===== config.mk =====
export PLATFORM = sky130hd
export DESIGN_NAME = ilcd_top
export DESIGN_NICKNAME = d
export VERILOG_FILES = /design/src/verilog/ilcd_pkg.sv /design/src/verilog/ilcd_down_count.sv /design/src/verilog/ilcd_mcycle_div.sv /design/src/verilog/ilcd_top.sv
export SDC_FILE = /design/constraint.sdc
export NUM_CORES = 1
export LEC_CHECK = 0
export BUFFER_PORTS_ARGS = -buffer_cell sky130_fd_sc_hd__buf_2
export CORE_MARGIN = 2
export CORE_UTILIZATION = 54
export DETAILED_ROUTE_END_ITERATION = 16
export GPL_TIMING_DRIVEN = 0
export PLACE_DENSITY = 0.81
export SLEW_MARGIN = 20
export SYNTH_ARGS = -nofsm -noshare
export SYNTH_HDL_FRONTEND = slang
export SYNTH_SLANG_ARGS = --single-unit

===== constraint.sdc =====
create_clock -name clk -period 2.73 [get_ports clk]
set_clock_uncertainty 0.05 [all_clocks]
set_input_delay 0.4095 -clock clk [delete_from_list [all_inputs] [get_ports clk]]
set_output_delay 0.4095 -clock clk [all_outputs]
set_load 0.02 [all_outputs]

===== src/verilog/ilcd_pkg.sv =====
// ilcd_pkg: opcodes, code lengths, machine-cycle counts, state codes and
// the decode record shared by the length and cycle decoder.
// assumes: one 8-bit opcode space and one code byte per fetch transfer.
`default_nettype none
package ilcd_pkg;

    ////////////////////////////////////////////////////////////////////////
    // code lengths in bytes and execution times in machine cycles
    localparam logic [1:0] LEN_1 = 2'h1;
    localparam logic [1:0] LEN_2 = 2'h2;
    localparam logic [1:0] LEN_3 = 2'h3;
    localparam logic [1:0] CYC_1 = 2'h1;
    localparam logic [1:0] CYC_2 = 2'h2;
    // clocks per machine cycle, default of the top-level parameter
    localparam int MCYCLE_CLKS = 6;
    // direct address of the main work register
    localparam logic [7:0] WORK_REG_ADDR = 8'hE0;

    ////////////////////////////////////////////////////////////////////////
    // opcodes: *_BANK is the base of a group of eight, *_IND of a pair
    localparam logic [7:0] OP_COPY_A_BANK = 8'hE8;
    localparam logic [7:0] OP_COPY_A_DIR = 8'hE5;
    localparam logic [7:0] OP_COPY_A_IND = 8'hE6;
    localparam logic [7:0] OP_COPY_A_IMM = 8'h74;
    localparam logic [7:0] OP_COPY_BANK_A = 8'hF8;
    localparam logic [7:0] OP_COPY_BANK_DIR = 8'hA8;
    localparam logic [7:0] OP_COPY_BANK_IMM = 8'h78;
    localparam logic [7:0] OP_COPY_DIR_A = 8'hF5;
    localparam logic [7:0] OP_COPY_DIR_BANK = 8'h88;
    localparam logic [7:0] OP_COPY_DIR_DIR = 8'h85;
    localparam logic [7:0] OP_COPY_DIR_IND = 8'h86;
    localparam logic [7:0] OP_COPY_DIR_IMM = 8'h75;
    localparam logic [7:0] OP_COPY_IND_A = 8'hF6;
    localparam logic [7:0] OP_COPY_IND_DIR = 8'hA6;
    localparam logic [7:0] OP_COPY_IND_IMM = 8'h76;
    localparam logic [7:0] OP_POINTER_LOAD = 8'h90;
    localparam logic [7:0] OP_CODE_BY_PTR = 8'h93;
    localparam logic [7:0] OP_CODE_BY_IC = 8'h83;
    localparam logic [7:0] OP_XRAM_RD_IND = 8'hE2;
    localparam logic [7:0] OP_XRAM_RD_PTR = 8'hE0;
    localparam logic [7:0] OP_XRAM_WR_IND = 8'hF2;
    localparam logic [7:0] OP_XRAM_WR_PTR = 8'hF0;
    localparam logic [7:0] OP_STACK_PUT = 8'hC0;
    localparam logic [7:0] OP_STACK_GET = 8'hD0;
    localparam logic [7:0] OP_SWAP_BANK = 8'hC8;
    localparam logic [7:0] OP_SWAP_DIR = 8'hC5;
    localparam logic [7:0] OP_SWAP_IND = 8'hC6;
    localparam logic [7:0] OP_NIBBLE_IND = 8'hD6;
    localparam logic [7:0] OP_AND_C_BIT = 8'h82;
    localparam logic [7:0] OP_AND_C_NBIT = 8'hB0;
    localparam logic [7:0] OP_OR_C_BIT = 8'h72;
    localparam logic [7:0] OP_OR_C_NBIT = 8'hA0;
    localparam logic [7:0] OP_BIT_TO_C = 8'hA2;
    localparam logic [7:0] OP_C_TO_BIT = 8'h92;
    localparam logic [7:0] OP_IND_BRANCH = 8'h73;
    localparam logic [7:0] OP_BR_ZERO = 8'h60;
    localparam logic [7:0] OP_BR_NZERO = 8'h70;
    localparam logic [7:0] OP_BR_CARRY = 8'h40;
    localparam logic [7:0] OP_BR_NCARRY = 8'h50;
    localparam logic [7:0] OP_BR_BIT_HI = 8'h20;
    localparam logic [7:0] OP_BR_BIT_LO = 8'h30;
    localparam logic [7:0] OP_BR_BIT_CLEAR = 8'h10;
    localparam logic [7:0] OP_CMP_A_DIR = 8'hB5;
    localparam logic [7:0] OP_CMP_A_IMM = 8'hB4;
    localparam logic [7:0] OP_CMP_IND_IMM = 8'hB6;
    localparam logic [7:0] OP_CMP_BANK_IMM = 8'hB8;
    localparam logic [7:0] OP_COUNT_BANK = 8'hD8;
    localparam logic [7:0] OP_COUNT_DIR = 8'hD5;

    ////////////////////////////////////////////////////////////////////////
    // sequencer states, one-hot
    typedef enum logic [3:0] {
        ST_IDLE = 4'h1,
        ST_FETCH = 4'h2,
        ST_EXEC = 4'h4,
        ST_DONE = 4'h8
    } ilcd_state_e;

    // decode record of one instruction
    typedef struct packed {
        logic known;
        logic bit_clear;
        logic [1:0] bytes;
        logic [1:0] cycles;
    } ilcd_info_s;

endpackage
`default_nettype wire


===== src/verilog/ilcd_down_count.sv =====
// ilcd_down_count: loadable down counter for bytes or machine cycles.
// assumes: load and step never both matter; load wins.
`timescale 1ns/1ps
`default_nettype none
module ilcd_down_count #(
    parameter int W = 2
) (
    // clock and reset
    input wire logic clk,
    input wire logic reset,
    // control
    input wire logic load,
    input wire logic [W-1:0] load_val,
    input wire logic step,
    // state
    output logic [W-1:0] count
);
    logic [W-1:0] next_count;

    // load has priority so a new instruction never inherits a stale count
    always_comb
    begin
        next_count = count;
        if (load)
            next_count = load_val;
        else if (step)
            next_count = count - W'(1);
    end

    // register
    always_ff @(posedge clk or posedge reset)
    begin
        if (reset)
            count <= '0;
        else
            count <= next_count;
    end
endmodule
`default_nettype wire


===== src/verilog/ilcd_mcycle_div.sv =====
// ilcd_mcycle_div: machine-cycle enable divider, one pulse every CLKS clocks.
// assumes: restart realigns the phase so a cycle count is exact.
`timescale 1ns/1ps
`default_nettype none
module ilcd_mcycle_div #(
    parameter int CLKS = 6
) (
    // clock and reset
    input wire logic clk,
    input wire logic reset,
    // control
    input wire logic restart,
    // enable pulse
    output logic tick
);
    localparam int W = $clog2(CLKS + 1);
    logic [W-1:0] cnt;
    logic [W-1:0] next_cnt;

    // wrap at CLKS-1; restart starts a fresh machine cycle
    always_comb
    begin
        next_cnt = cnt + W'(1);
        if (restart || cnt == W'(CLKS - 1))
            next_cnt = '0;
    end

    assign tick = (cnt == W'(CLKS - 1));

    // register
    always_ff @(posedge clk or posedge reset)
    begin
        if (reset)
            cnt <= '0;
        else
            cnt <= next_cnt;
    end
endmodule
`default_nettype wire


===== src/verilog/ilcd_top.sv =====
// ilcd_top: code length and machine-cycle decoder with a small sequencer
// for the data-transfer, boolean and program-control groups.
// assumes: the fetch unit presents opcode and the next code byte together,
// then pulses byte_taken once for each code byte after the opcode, that next byte included.
//
// How it works
// - work register loads take one cycle; direct and immediate are two bytes
// - bank register writes: from work 1/1, immediate 2/1, direct 2/2
// - direct writes: work 2/1, register or indirect 2/2, else 3/2
// - indirect writes: work 1/1, direct 2/2, immediate 2/1
// - loading the data pointer is three bytes and two cycles
// - code byte reads into work register: one byte, two cycles
// - external RAM copies of either address width: one byte, two cycles
// - stack store and stack pull of a direct byte: two bytes, two cycles
// - swaps with work register take one cycle; only direct is two bytes
// - nibble swap with indirect RAM is one byte, one cycle
// - AND or OR of a bit into carry: two bytes, two cycles
// - bit into carry is 2/1; carry into bit is two bytes
// - indirect branch via data pointer: one byte, two cycles
// - zero and carry branches: two bytes, two cycles, taken or not
// - bit branches are 3/2; the clearing form also sets dec_bit_clear
// - compare-and-branch forms are three bytes, two cycles
// - count-down branch: two cycles, two bytes register, three direct
`timescale 1ns/1ps
`default_nettype none
module ilcd_top #(
    parameter int CLKS = ilcd_pkg::MCYCLE_CLKS,
    parameter logic [7:0] WORK_ADDR = ilcd_pkg::WORK_REG_ADDR
) (
    // clock and reset
    input wire logic clk,
    input wire logic reset,
    // fetch unit
    input wire logic instr_valid,
    input wire logic [7:0] instr_opcode,
    input wire logic [7:0] instr_operand,
    output logic instr_ready,
    output logic fetch_req,
    input wire logic byte_taken,
    // decode result
    output logic dec_valid,
    output logic dec_known,
    output logic [1:0] dec_bytes,
    output logic [1:0] dec_cycles,
    output logic dec_bit_clear,
    output logic dec_bad_form,
    // sequencer
    output logic busy,
    output logic exec_done
);
    import ilcd_pkg::*;

    ////////////////////////////////////////////////////////////////////////
    // decode table
    // opcode belongs to the group of eight bank-register forms
    function automatic logic in_bank(input logic [7:0] op, input logic [7:0] base);
        in_bank = (op[7:3] == base[7:3]);
    endfunction

    // opcode belongs to the pair of pointer-register forms
    function automatic logic in_pair(input logic [7:0] op, input logic [7:0] base);
        in_pair = (op[7:1] == base[7:1]);
    endfunction

    // known form with its length and cycle count
    function automatic ilcd_info_s form(input logic [1:0] len, input logic [1:0] cyc);
        form = '{known: 1'h1, bit_clear: 1'h0, bytes: len, cycles: cyc};
    endfunction

    // unlisted opcodes fall back to one byte, one cycle, marked unknown
    function automatic ilcd_info_s decode(input logic [7:0] op);
        ilcd_info_s d;
        d = '{known: 1'h0, bit_clear: 1'h0, bytes: LEN_1, cycles: CYC_1};
        if (in_bank(op, OP_COPY_A_BANK) || in_pair(op, OP_COPY_A_IND))
            d = form(LEN_1, CYC_1);
        else if (op == OP_COPY_A_DIR || op == OP_COPY_A_IMM)
            d = form(LEN_2, CYC_1);
        else if (in_bank(op, OP_COPY_BANK_A))
            d = form(LEN_1, CYC_1);
        else if (in_bank(op, OP_COPY_BANK_IMM))
            d = form(LEN_2, CYC_1);
        else if (in_bank(op, OP_COPY_BANK_DIR))
            d = form(LEN_2, CYC_2);
        else if (op == OP_COPY_DIR_A)
            d = form(LEN_2, CYC_1);
        else if (in_bank(op, OP_COPY_DIR_BANK) || in_pair(op, OP_COPY_DIR_IND))
            d = form(LEN_2, CYC_2);
        else if (op == OP_COPY_DIR_DIR || op == OP_COPY_DIR_IMM)
            d = form(LEN_3, CYC_2);
        else if (in_pair(op, OP_COPY_IND_A))
            d = form(LEN_1, CYC_1);
        else if (in_pair(op, OP_COPY_IND_DIR))
            d = form(LEN_2, CYC_2);
        else if (in_pair(op, OP_COPY_IND_IMM))
            d = form(LEN_2, CYC_1);
        else if (op == OP_POINTER_LOAD)
            d = form(LEN_3, CYC_2);
        else if (op == OP_CODE_BY_PTR || op == OP_CODE_BY_IC)
            d = form(LEN_1, CYC_2);
        else if (in_pair(op, OP_XRAM_RD_IND) || in_pair(op, OP_XRAM_WR_IND))
            d = form(LEN_1, CYC_2);
        else if (op == OP_XRAM_RD_PTR || op == OP_XRAM_WR_PTR)
            d = form(LEN_1, CYC_2);
        else if (op == OP_STACK_PUT || op == OP_STACK_GET)
            d = form(LEN_2, CYC_2);
        else if (in_bank(op, OP_SWAP_BANK) || in_pair(op, OP_SWAP_IND))
            d = form(LEN_1, CYC_1);
        else if (op == OP_SWAP_DIR)
            d = form(LEN_2, CYC_1);
        else if (in_pair(op, OP_NIBBLE_IND))
            d = form(LEN_1, CYC_1);
        else if (op == OP_AND_C_BIT || op == OP_AND_C_NBIT || op == OP_OR_C_BIT || op == OP_OR_C_NBIT)
            d = form(LEN_2, CYC_2);
        else if (op == OP_BIT_TO_C)
            d = form(LEN_2, CYC_1);
        else if (op == OP_C_TO_BIT)
            d = form(LEN_2, CYC_2);
        else if (op == OP_IND_BRANCH)
            d = form(LEN_1, CYC_2);
        else if (op == OP_BR_ZERO || op == OP_BR_NZERO || op == OP_BR_CARRY || op == OP_BR_NCARRY)
            d = form(LEN_2, CYC_2);
        else if (op == OP_BR_BIT_HI || op == OP_BR_BIT_LO || op == OP_BR_BIT_CLEAR)
        begin
            d = form(LEN_3, CYC_2);
            d.bit_clear = (op == OP_BR_BIT_CLEAR);
        end
        else if (op == OP_CMP_A_DIR || op == OP_CMP_A_IMM)
            d = form(LEN_3, CYC_2);
        else if (in_bank(op, OP_CMP_BANK_IMM) || in_pair(op, OP_CMP_IND_IMM))
            d = form(LEN_3, CYC_2);
        else if (in_bank(op, OP_COUNT_BANK))
            d = form(LEN_2, CYC_2);
        else if (op == OP_COUNT_DIR)
            d = form(LEN_3, CYC_2);
        return d;
    endfunction

    ////////////////////////////////////////////////////////////////////////
    // declarations
    ilcd_state_e state, next_state;
    ilcd_info_s info, next_info;
    ilcd_info_s dec_now;
    logic [7:0] op_q, next_op_q;
    logic bad_q, next_bad_q;
    logic valid_q, next_valid_q;
    logic byte_load, cyc_load, mcyc_tick;
    logic [1:0] byte_cnt, cyc_cnt, cyc_load_val;

    assign dec_now = decode(instr_opcode);
    assign cyc_load_val = (state == ST_IDLE) ? dec_now.cycles : info.cycles;

    ////////////////////////////////////////////////////////////////////////
    // counters: bytes still to fetch, machine cycles still to spend
    ilcd_down_count #(.W(2)) u_byte_cnt (
        .clk(clk),
        .reset(reset),
        .load(byte_load),
        .load_val(2'(dec_now.bytes - LEN_1)),
        .step(state == ST_FETCH && byte_taken),
        .count(byte_cnt)
    );

    ilcd_down_count #(.W(2)) u_cyc_cnt (
        .clk(clk),
        .reset(reset),
        .load(cyc_load),
        .load_val(cyc_load_val),
        .step(state == ST_EXEC && mcyc_tick),
        .count(cyc_cnt)
    );

    // restarted on entry to execution so each count is whole machine cycles
    ilcd_mcycle_div #(.CLKS(CLKS)) u_div (
        .clk(clk),
        .reset(reset),
        .restart(cyc_load),
        .tick(mcyc_tick)
    );

    ////////////////////////////////////////////////////////////////////////
    // sequencer: take opcode, fetch the rest, spend the cycles

    always_comb
    begin
        next_state = state;
        next_info = info;
        next_op_q = op_q;
        next_bad_q = bad_q;
        next_valid_q = 1'h0;
        byte_load = 1'h0;
        cyc_load = 1'h0;
        case (state)
            ST_IDLE:
            begin
                if (instr_valid)
                begin
                    next_info = dec_now;
                    next_op_q = instr_opcode;
                    // the core does not execute this form, so flag it
                    next_bad_q = (instr_opcode == OP_COPY_A_DIR) && (instr_operand == WORK_ADDR);
                    next_valid_q = 1'h1;
                    if (dec_now.bytes == LEN_1)
                    begin
                        next_state = ST_EXEC;
                        cyc_load = 1'h1;
                    end
                    else
                    begin
                        next_state = ST_FETCH;
                        byte_load = 1'h1;
                    end
                end
            end
            ST_FETCH:
            begin
                if (byte_taken && byte_cnt == LEN_1)
                begin
                    next_state = ST_EXEC;
                    cyc_load = 1'h1;
                end
            end
            ST_EXEC:
            begin
                if (mcyc_tick && cyc_cnt == CYC_1)
                    next_state = ST_DONE;
            end
            default:
                next_state = ST_IDLE;
        endcase
    end

    // register
    always_ff @(posedge clk or posedge reset)
    begin
        if (reset)
        begin
            state <= ST_IDLE;
            info <= '0;
            op_q <= '0;
            bad_q <= 1'h0;
            valid_q <= 1'h0;
        end
        else
        begin
            state <= next_state;
            info <= next_info;
            op_q <= next_op_q;
            bad_q <= next_bad_q;
            valid_q <= next_valid_q;
        end
    end

    // handshakes are decoded from state; data comes from flops
    assign instr_ready = (state == ST_IDLE);
    assign fetch_req = (state == ST_FETCH);
    assign busy = (state != ST_IDLE);
    assign exec_done = (state == ST_DONE);
    assign dec_valid = valid_q;
    assign dec_known = info.known;
    assign dec_bytes = info.bytes;
    assign dec_cycles = info.cycles;
    assign dec_bit_clear = info.bit_clear;
    assign dec_bad_form = bad_q;

    ////////////////////////////////////////////////////////////////////////
    // checks

    logic [7:0] exec_clks, next_exec_clks;

    // clocks spent in execution, for the timing check only
    always_comb
    begin
        next_exec_clks = '0;
        if (state == ST_EXEC)
            next_exec_clks = exec_clks + 8'h01;
        else if (state == ST_DONE)
            next_exec_clks = exec_clks;
    end

    always_ff @(posedge clk or posedge reset)
    begin
        if (reset)
            exec_clks <= '0;
        else
            exec_clks <= next_exec_clks;
    end
endmodule
`default_nettype wire

==> impl_metrics.ini, run 1 <==
[setup_path]
worst_ep_arrival_time_ps = 2660
cp_cell_sequence = buf_2 -> clkbuf_1 -> nor3_1 -> nand3_1 -> a31oi_1 -> nor2_1 -> a21oi_1 -> nor2_1 -> ha_1 -> a32oi_2 -> a21o_1 -> a2bb2oi_1
critPathTopFamily = compound AO/OA/AOI/OAI gates
timing.critical_path.mode_cell = nor2_1
cp_slowest_stage_delay_ps = 350
rr_startpoint = state[0]
crit_slowest_cell = a32oi_2
critPathLaunch = instr_opcode[7]
cp_max_fo = 10
cp_num_buf_inv = 2
worstPathRequired_ps = 2900
crit_type = in2reg
worst_setup_path_start_kind = input port
endpoint_kind = flip-flop

[cells_and_area]
final_cells = 251
finalCoreUtilization_pct = 63.7
final_cell_area_um2 = 1740
diodes = 0
area_growth_pct = 13.5
drive_gt1_share_pct = 25.0
final_nets = 246

[detailed_routing]
detailroute.via_count = 1494
vias_per_cell = 5.95
drtIter0Drc = 72
firstDrtPassIters = 4
drc = 0
finalWirelength_um = 3360
wl_per_cell_um = 13.4
ant_nets = 0

[status]
outcome = complete, no violations

[clock_network]
h-tree-depth = 1
cts.path.max_buffers = 2
clkTransAtPathRegs_ps = 110
cts.sinks = 19
cts_tree = done
numCtsBuffers = 3
clk_latency_ps = 290
cts_root_buf = clkbuf_4

[global_routing]
grt_usage_pct = 21.5
grt_max_degree = 20
grt_first_pass_wirelength_um = 5640
antenna_found_initial = 0
grt_pass1_vias = 1270
overflow = 0

[logic_synthesis]
synth.ff_latch_count = 19
syn_nets = 214
synth_commonest_cells = nand2_1 (23), dfrtp_1 (18), nor2_1 (17)
synth_top_area_share_pct = 29.4
synth_area_leaders = dfrtp_1 (29%), nand2_1 (5.6%), nor2_1 (4.2%)
synth.most_common_cell = nand2_1
synth-edff-count = 0
yosys_warnings = 0
synth_ff_type = dfrtp_1
synth_area_um2 = 1530
synthArstFlopShare_pct = 100
yosys.area.top_type = dfrtp_1
ys_seq_area_share_pct = 31.1
synth_cells = 189
avgSynthCellArea_um2 = 8.12
synthDistinctLibCells = 51

[timing]
setup_viol = 0
period_needed_ps = 2480
drv_slew = 0
finalWorstSetupSlack_ps = 247
rsz0062_at_grt = no
fmaxAchievable_ghz = 0.403
period_share_pct = 91.0
worst_slew_pin_slew_ps = 837
hold_viol = 0
relSlewSlack_pct = 43.4

[hold_path]
hp-class = in2async

[place]
place_worst_setup_slack_ps = -180
hpwl_um = 2590
place.gp.congestion = 0.906
placed_area_um2 = 1710
io_buffers = 27
post-place-cells = 247

[pwr]
ir_drop_mv = 0.661
leakagePower_nw = 0.786
pwr_density_cell_nw_per_um2 = 682

[floorplanning]
io_pins = 32
core_area_um2 = 2730
start_util_pct = 56.1
fp.dieArea_um2 = 3280
dieHeight_um = 57.3
die_w_um = 57.3
rows = 19

[run]
max_cap_violations = 0
power by group:
part           total, mW  leakage (nW)  internal (mW)  switching (mW)
Combinational      0.584         0.539          0.244           0.340
Sequential         0.466         0.233          0.394          0.0712
Clock              0.138        0.0150         0.0567          0.0815
cell usage in the layout, fill, tap and decap left out, drive strengths merged, types with 4 or more instances in the layout:
master	count
nor4	4
nor2	17
nor3	7
dfrtp	18
clkbuf	6
inv	7
and2	4
nand3	11
o21ai	9
nor4b	5
ha	5
nor2b	6
a21o	4
nand2	24
buf	38
a21oi	8
stage by stage:
step	hold WS [ps]	setup TNS (ps)	power, mW
floorplan	310	0	0.893
global placement	405	-618	1.04
detailed placement	427	-752	1.06
CTS	182	0	1.19
global route	218	0	1.28
finish	165	0	1.19
layout make-up:
type | instances | area, µm²
buffer | 13 | 68.8
multi-input combinational | 150 | 970
tap | 31 | 38.8
inverter | 7 | 26.3
clock buffer | 4 | 26.3
timing repair buffer | 27 | 135
fill | 241 | 992
sequential | 19 | 477
registers in the layout, summed over array words and instances (netlist names), 2 cells and up:
signal and cells:
dec_cycles 2, state 4, u_cyc_cnt.count 2, dec_bytes 2, u_byte_cnt.count 2, u_div.cnt 3
layer usage:
| layer | wire length [µm] | track usage (%) | vias to the layer above |
|---|---|---|---|
| li1 | - | - | 751 |
| met1 | 1570 | 30.3 | 695 |
| met2 | 1590 | 35.1 | 42 |
| met3 | 155 | 1.36 | 6 |
| met4 | 53 | 7.64 | 0 |
| met5 | 0 | 0 | - |
cell families after synthesis:
kind of cell / after synthesis / share of synthesized area, %
and+or+nand+nor: 100 / 37.3
DFF: 19 / 31.1
muxes: 3 / 2.28
buffers and inverters: 20 / 6.20
xor gates and xnor gates: 2 / 1.14
adders and majority gates: 5 / 4.08
AOI/OAI and AO/OA: 40 / 17.9
path summary, 6_finish.rpt:
kind	endpoint	slack (ps)	cells after the start
max reg2reg	u_cyc_cnt.count[1]	610	7
max	u_cyc_cnt.count[1]	250	12
min reg2reg	dec_bad_form	440	2
max in group asynchronous	state[1]	2010	2
min in group clk	dec_cycles[0]	260	2
min	dec_bit_clear	160	2
repair_timing:
| action | 4_1_cts | 5_1_grt |
|---|---|---|
| setup buffers | 0 | 0 |
| resized for setup | 0 | 1 |
| setup endpoints to repair | 0 | 3 |
| hold buffers | 0 | 0 |
(Power assumes the default switching activity.)
==> run 2, diff against run 1 <==
- ABC_CLOCK_PERIOD_IN_PS: not set -> 2730
- CORE_ASPECT_RATIO: not set -> 2
- SKIP_CTS_REPAIR_TIMING: not set -> 1
==> run 2 against run 1 <==
  * Register-to-register slack better by 50 ps
  * Count of clock-buffer cells in the layout down 1
  * First-iteration DRC count down 24%
  * Final area up 2.3%
  * Critical endpoint unchanged
  * Largest power group unchanged
  * Highest routed layer unchanged
==> impl_metrics.ini, run 2 (synthesis results as in run 1) <==
[cells_and_area]
finalCoreUtilization_pct = 65.1
final_cells = 249
regMostFlops = state
area_growth_pct = 16.2
reg_top3 = state (4), u_div.cnt (3)
drive_gt1_share_pct = 26.4
seq_area_um2 = 477
diodes = 0
final_nets = 246
final_cell_mix = buf_2 (37), nand2_1 (23), dfrtp_1 (18)
final_common_cell = buf_2
fillerInstances = 251
largest_reg_flops = 4
multiInputGateArea_um2 = 992

[detailed_routing]
vias_per_cell = 6.21
finalWirelength_um = 3690
wl_per_cell_um = 14.8
ant_nets = 0
detailroute.via_count = 1546
firstDrtPassIters = 4
drtIter0Drc = 55
drc = 0

[run]
max_cap_violations = 0

[clock_network]
cts_tree = done
cts.path.max_buffers = 2
numCtsBuffers = 3
clk_latency_ps = 250
cts.sinks = 19
clkTransAtPathRegs_ps = 70
h-tree-depth = 1
cts_root_buf = clkbuf_8

[floorplanning]
dieHeight_um = 79.4
die_w_um = 41.7
io_pins = 32
core_area_um2 = 2740
start_util_pct = 56.1
rows = 27
fp.dieArea_um2 = 3310

[place]
hpwl_um = 2960
io_buffers = 27
place.gp.congestion = 0.979
post-place-cells = 245
place_worst_setup_slack_ps = -302

[timing]
hold_viol = 0
drv_slew = 0
relSlewSlack_pct = 32.2
fin_setup_tns_ps = 0
period_needed_ps = 2560
worst_slew_pin_slew_ps = 1000
rsz0062_at_grt = no
hold_ws_ps = 202
finalWorstSetupSlack_ps = 172
setup_viol = 0
fmaxAchievable_ghz = 0.391
period_share_pct = 93.7

[setup_path]
crit_type = in2reg
cp_num_buf_inv = 1
crit_slowest_cell = and4bb_1
critPathTopFamily = simple AND/OR/NAND/NOR gates
cp_cell_sequence = buf_2 -> and4bb_1 -> or3b_1 -> a21boi_2 -> nor4_1 -> a21oi_1 -> nor2_1 -> ha_1 -> a32oi_4 -> a21o_1 -> a2bb2oi_1
cp_max_fo = 8
worst_ep_arrival_time_ps = 2680
worst_setup_path_start_kind = input port
worstPathRequired_ps = 2850
endpoint_kind = flip-flop
cp_slowest_stage_delay_ps = 400

[status]
outcome = complete, no violations

[global_routing]
grt_max_degree = 20
grt_first_pass_wirelength_um = 5900
antenna_found_initial = 0
overflow = 0
grt_pass1_vias = 1499
grt_usage_pct = 22.4

[hold_path]
hp-class = in2async

[pwr]
leakagePower_nw = 0.795
ir_drop_mv = 0.290
pwr_density_cell_nw_per_um2 = 697
[run 2: where the power goes]
| part | internal (mW) | total, mW | switching, mW |
|---|---|---|---|
| clock | 0.101 | 0.185 | 0.0840 |
| sequential | 0.395 | 0.466 | 0.0706 |
| combinational | 0.248 | 0.592 | 0.343 |
| total | 0.745 | 1.24 | 0.498 |
[run 2: per-stage QoR]
stage	instance area, µm²	power, mW
2_1_floorplan	1530	0.893
3_3_place_gp	1710	1.04
3_5_place_dp	1710	1.05
4_1_cts	1750	1.24
5_1_grt	1780	1.34
6_report	1780	1.24
[run 2: worst paths after layout]
check	endpoint	cells past startpoint	slack, ps	start
worst max register to register	u_cyc_cnt.count[1]	4	660	state[3]
worst min register to register	dec_bad_form	2	430	dec_bad_form
worst min-delay path	dec_bytes[0]	2	200	reset
worst max-delay path	u_cyc_cnt.count[1]	11	170	instr_opcode[1]
min in group clk	dec_cycles[0]	2	330	instr_valid
max in group asynchronous	u_div.cnt[0]	2	1980	reset
[run 2: layout make-up]
type / count / area share, %
Multi-Input combinational cell: 150 / 55.7
Tap cell: 29 / 2.04
Sequential cell: 19 / 26.8
Clock inverter: 1 / 0.281
Inverter: 7 / 1.47
Buffer: 13 / 3.86
Timing Repair Buffer: 27 / 7.58
Clock buffer: 3 / 2.32
[run 2: per-layer routing]
metal  vias to the layer above  track usage [%]  part of all wire (%)
met3                        13             2.26                   3.8
met5                         -                0                     0
li1                        749                -                     -
met1                       725             19.6                    36
met2                        59             42.8                    57
met4                         0             19.0                   3.6
[run 2: worst register-to-register path, cell delays in order (launching register included)]
cell and delay [ps]:
dfrtp_1 400, nor4b_1 880, a32oi_4 270, a21o_1 210, a2bb2oi_1 130
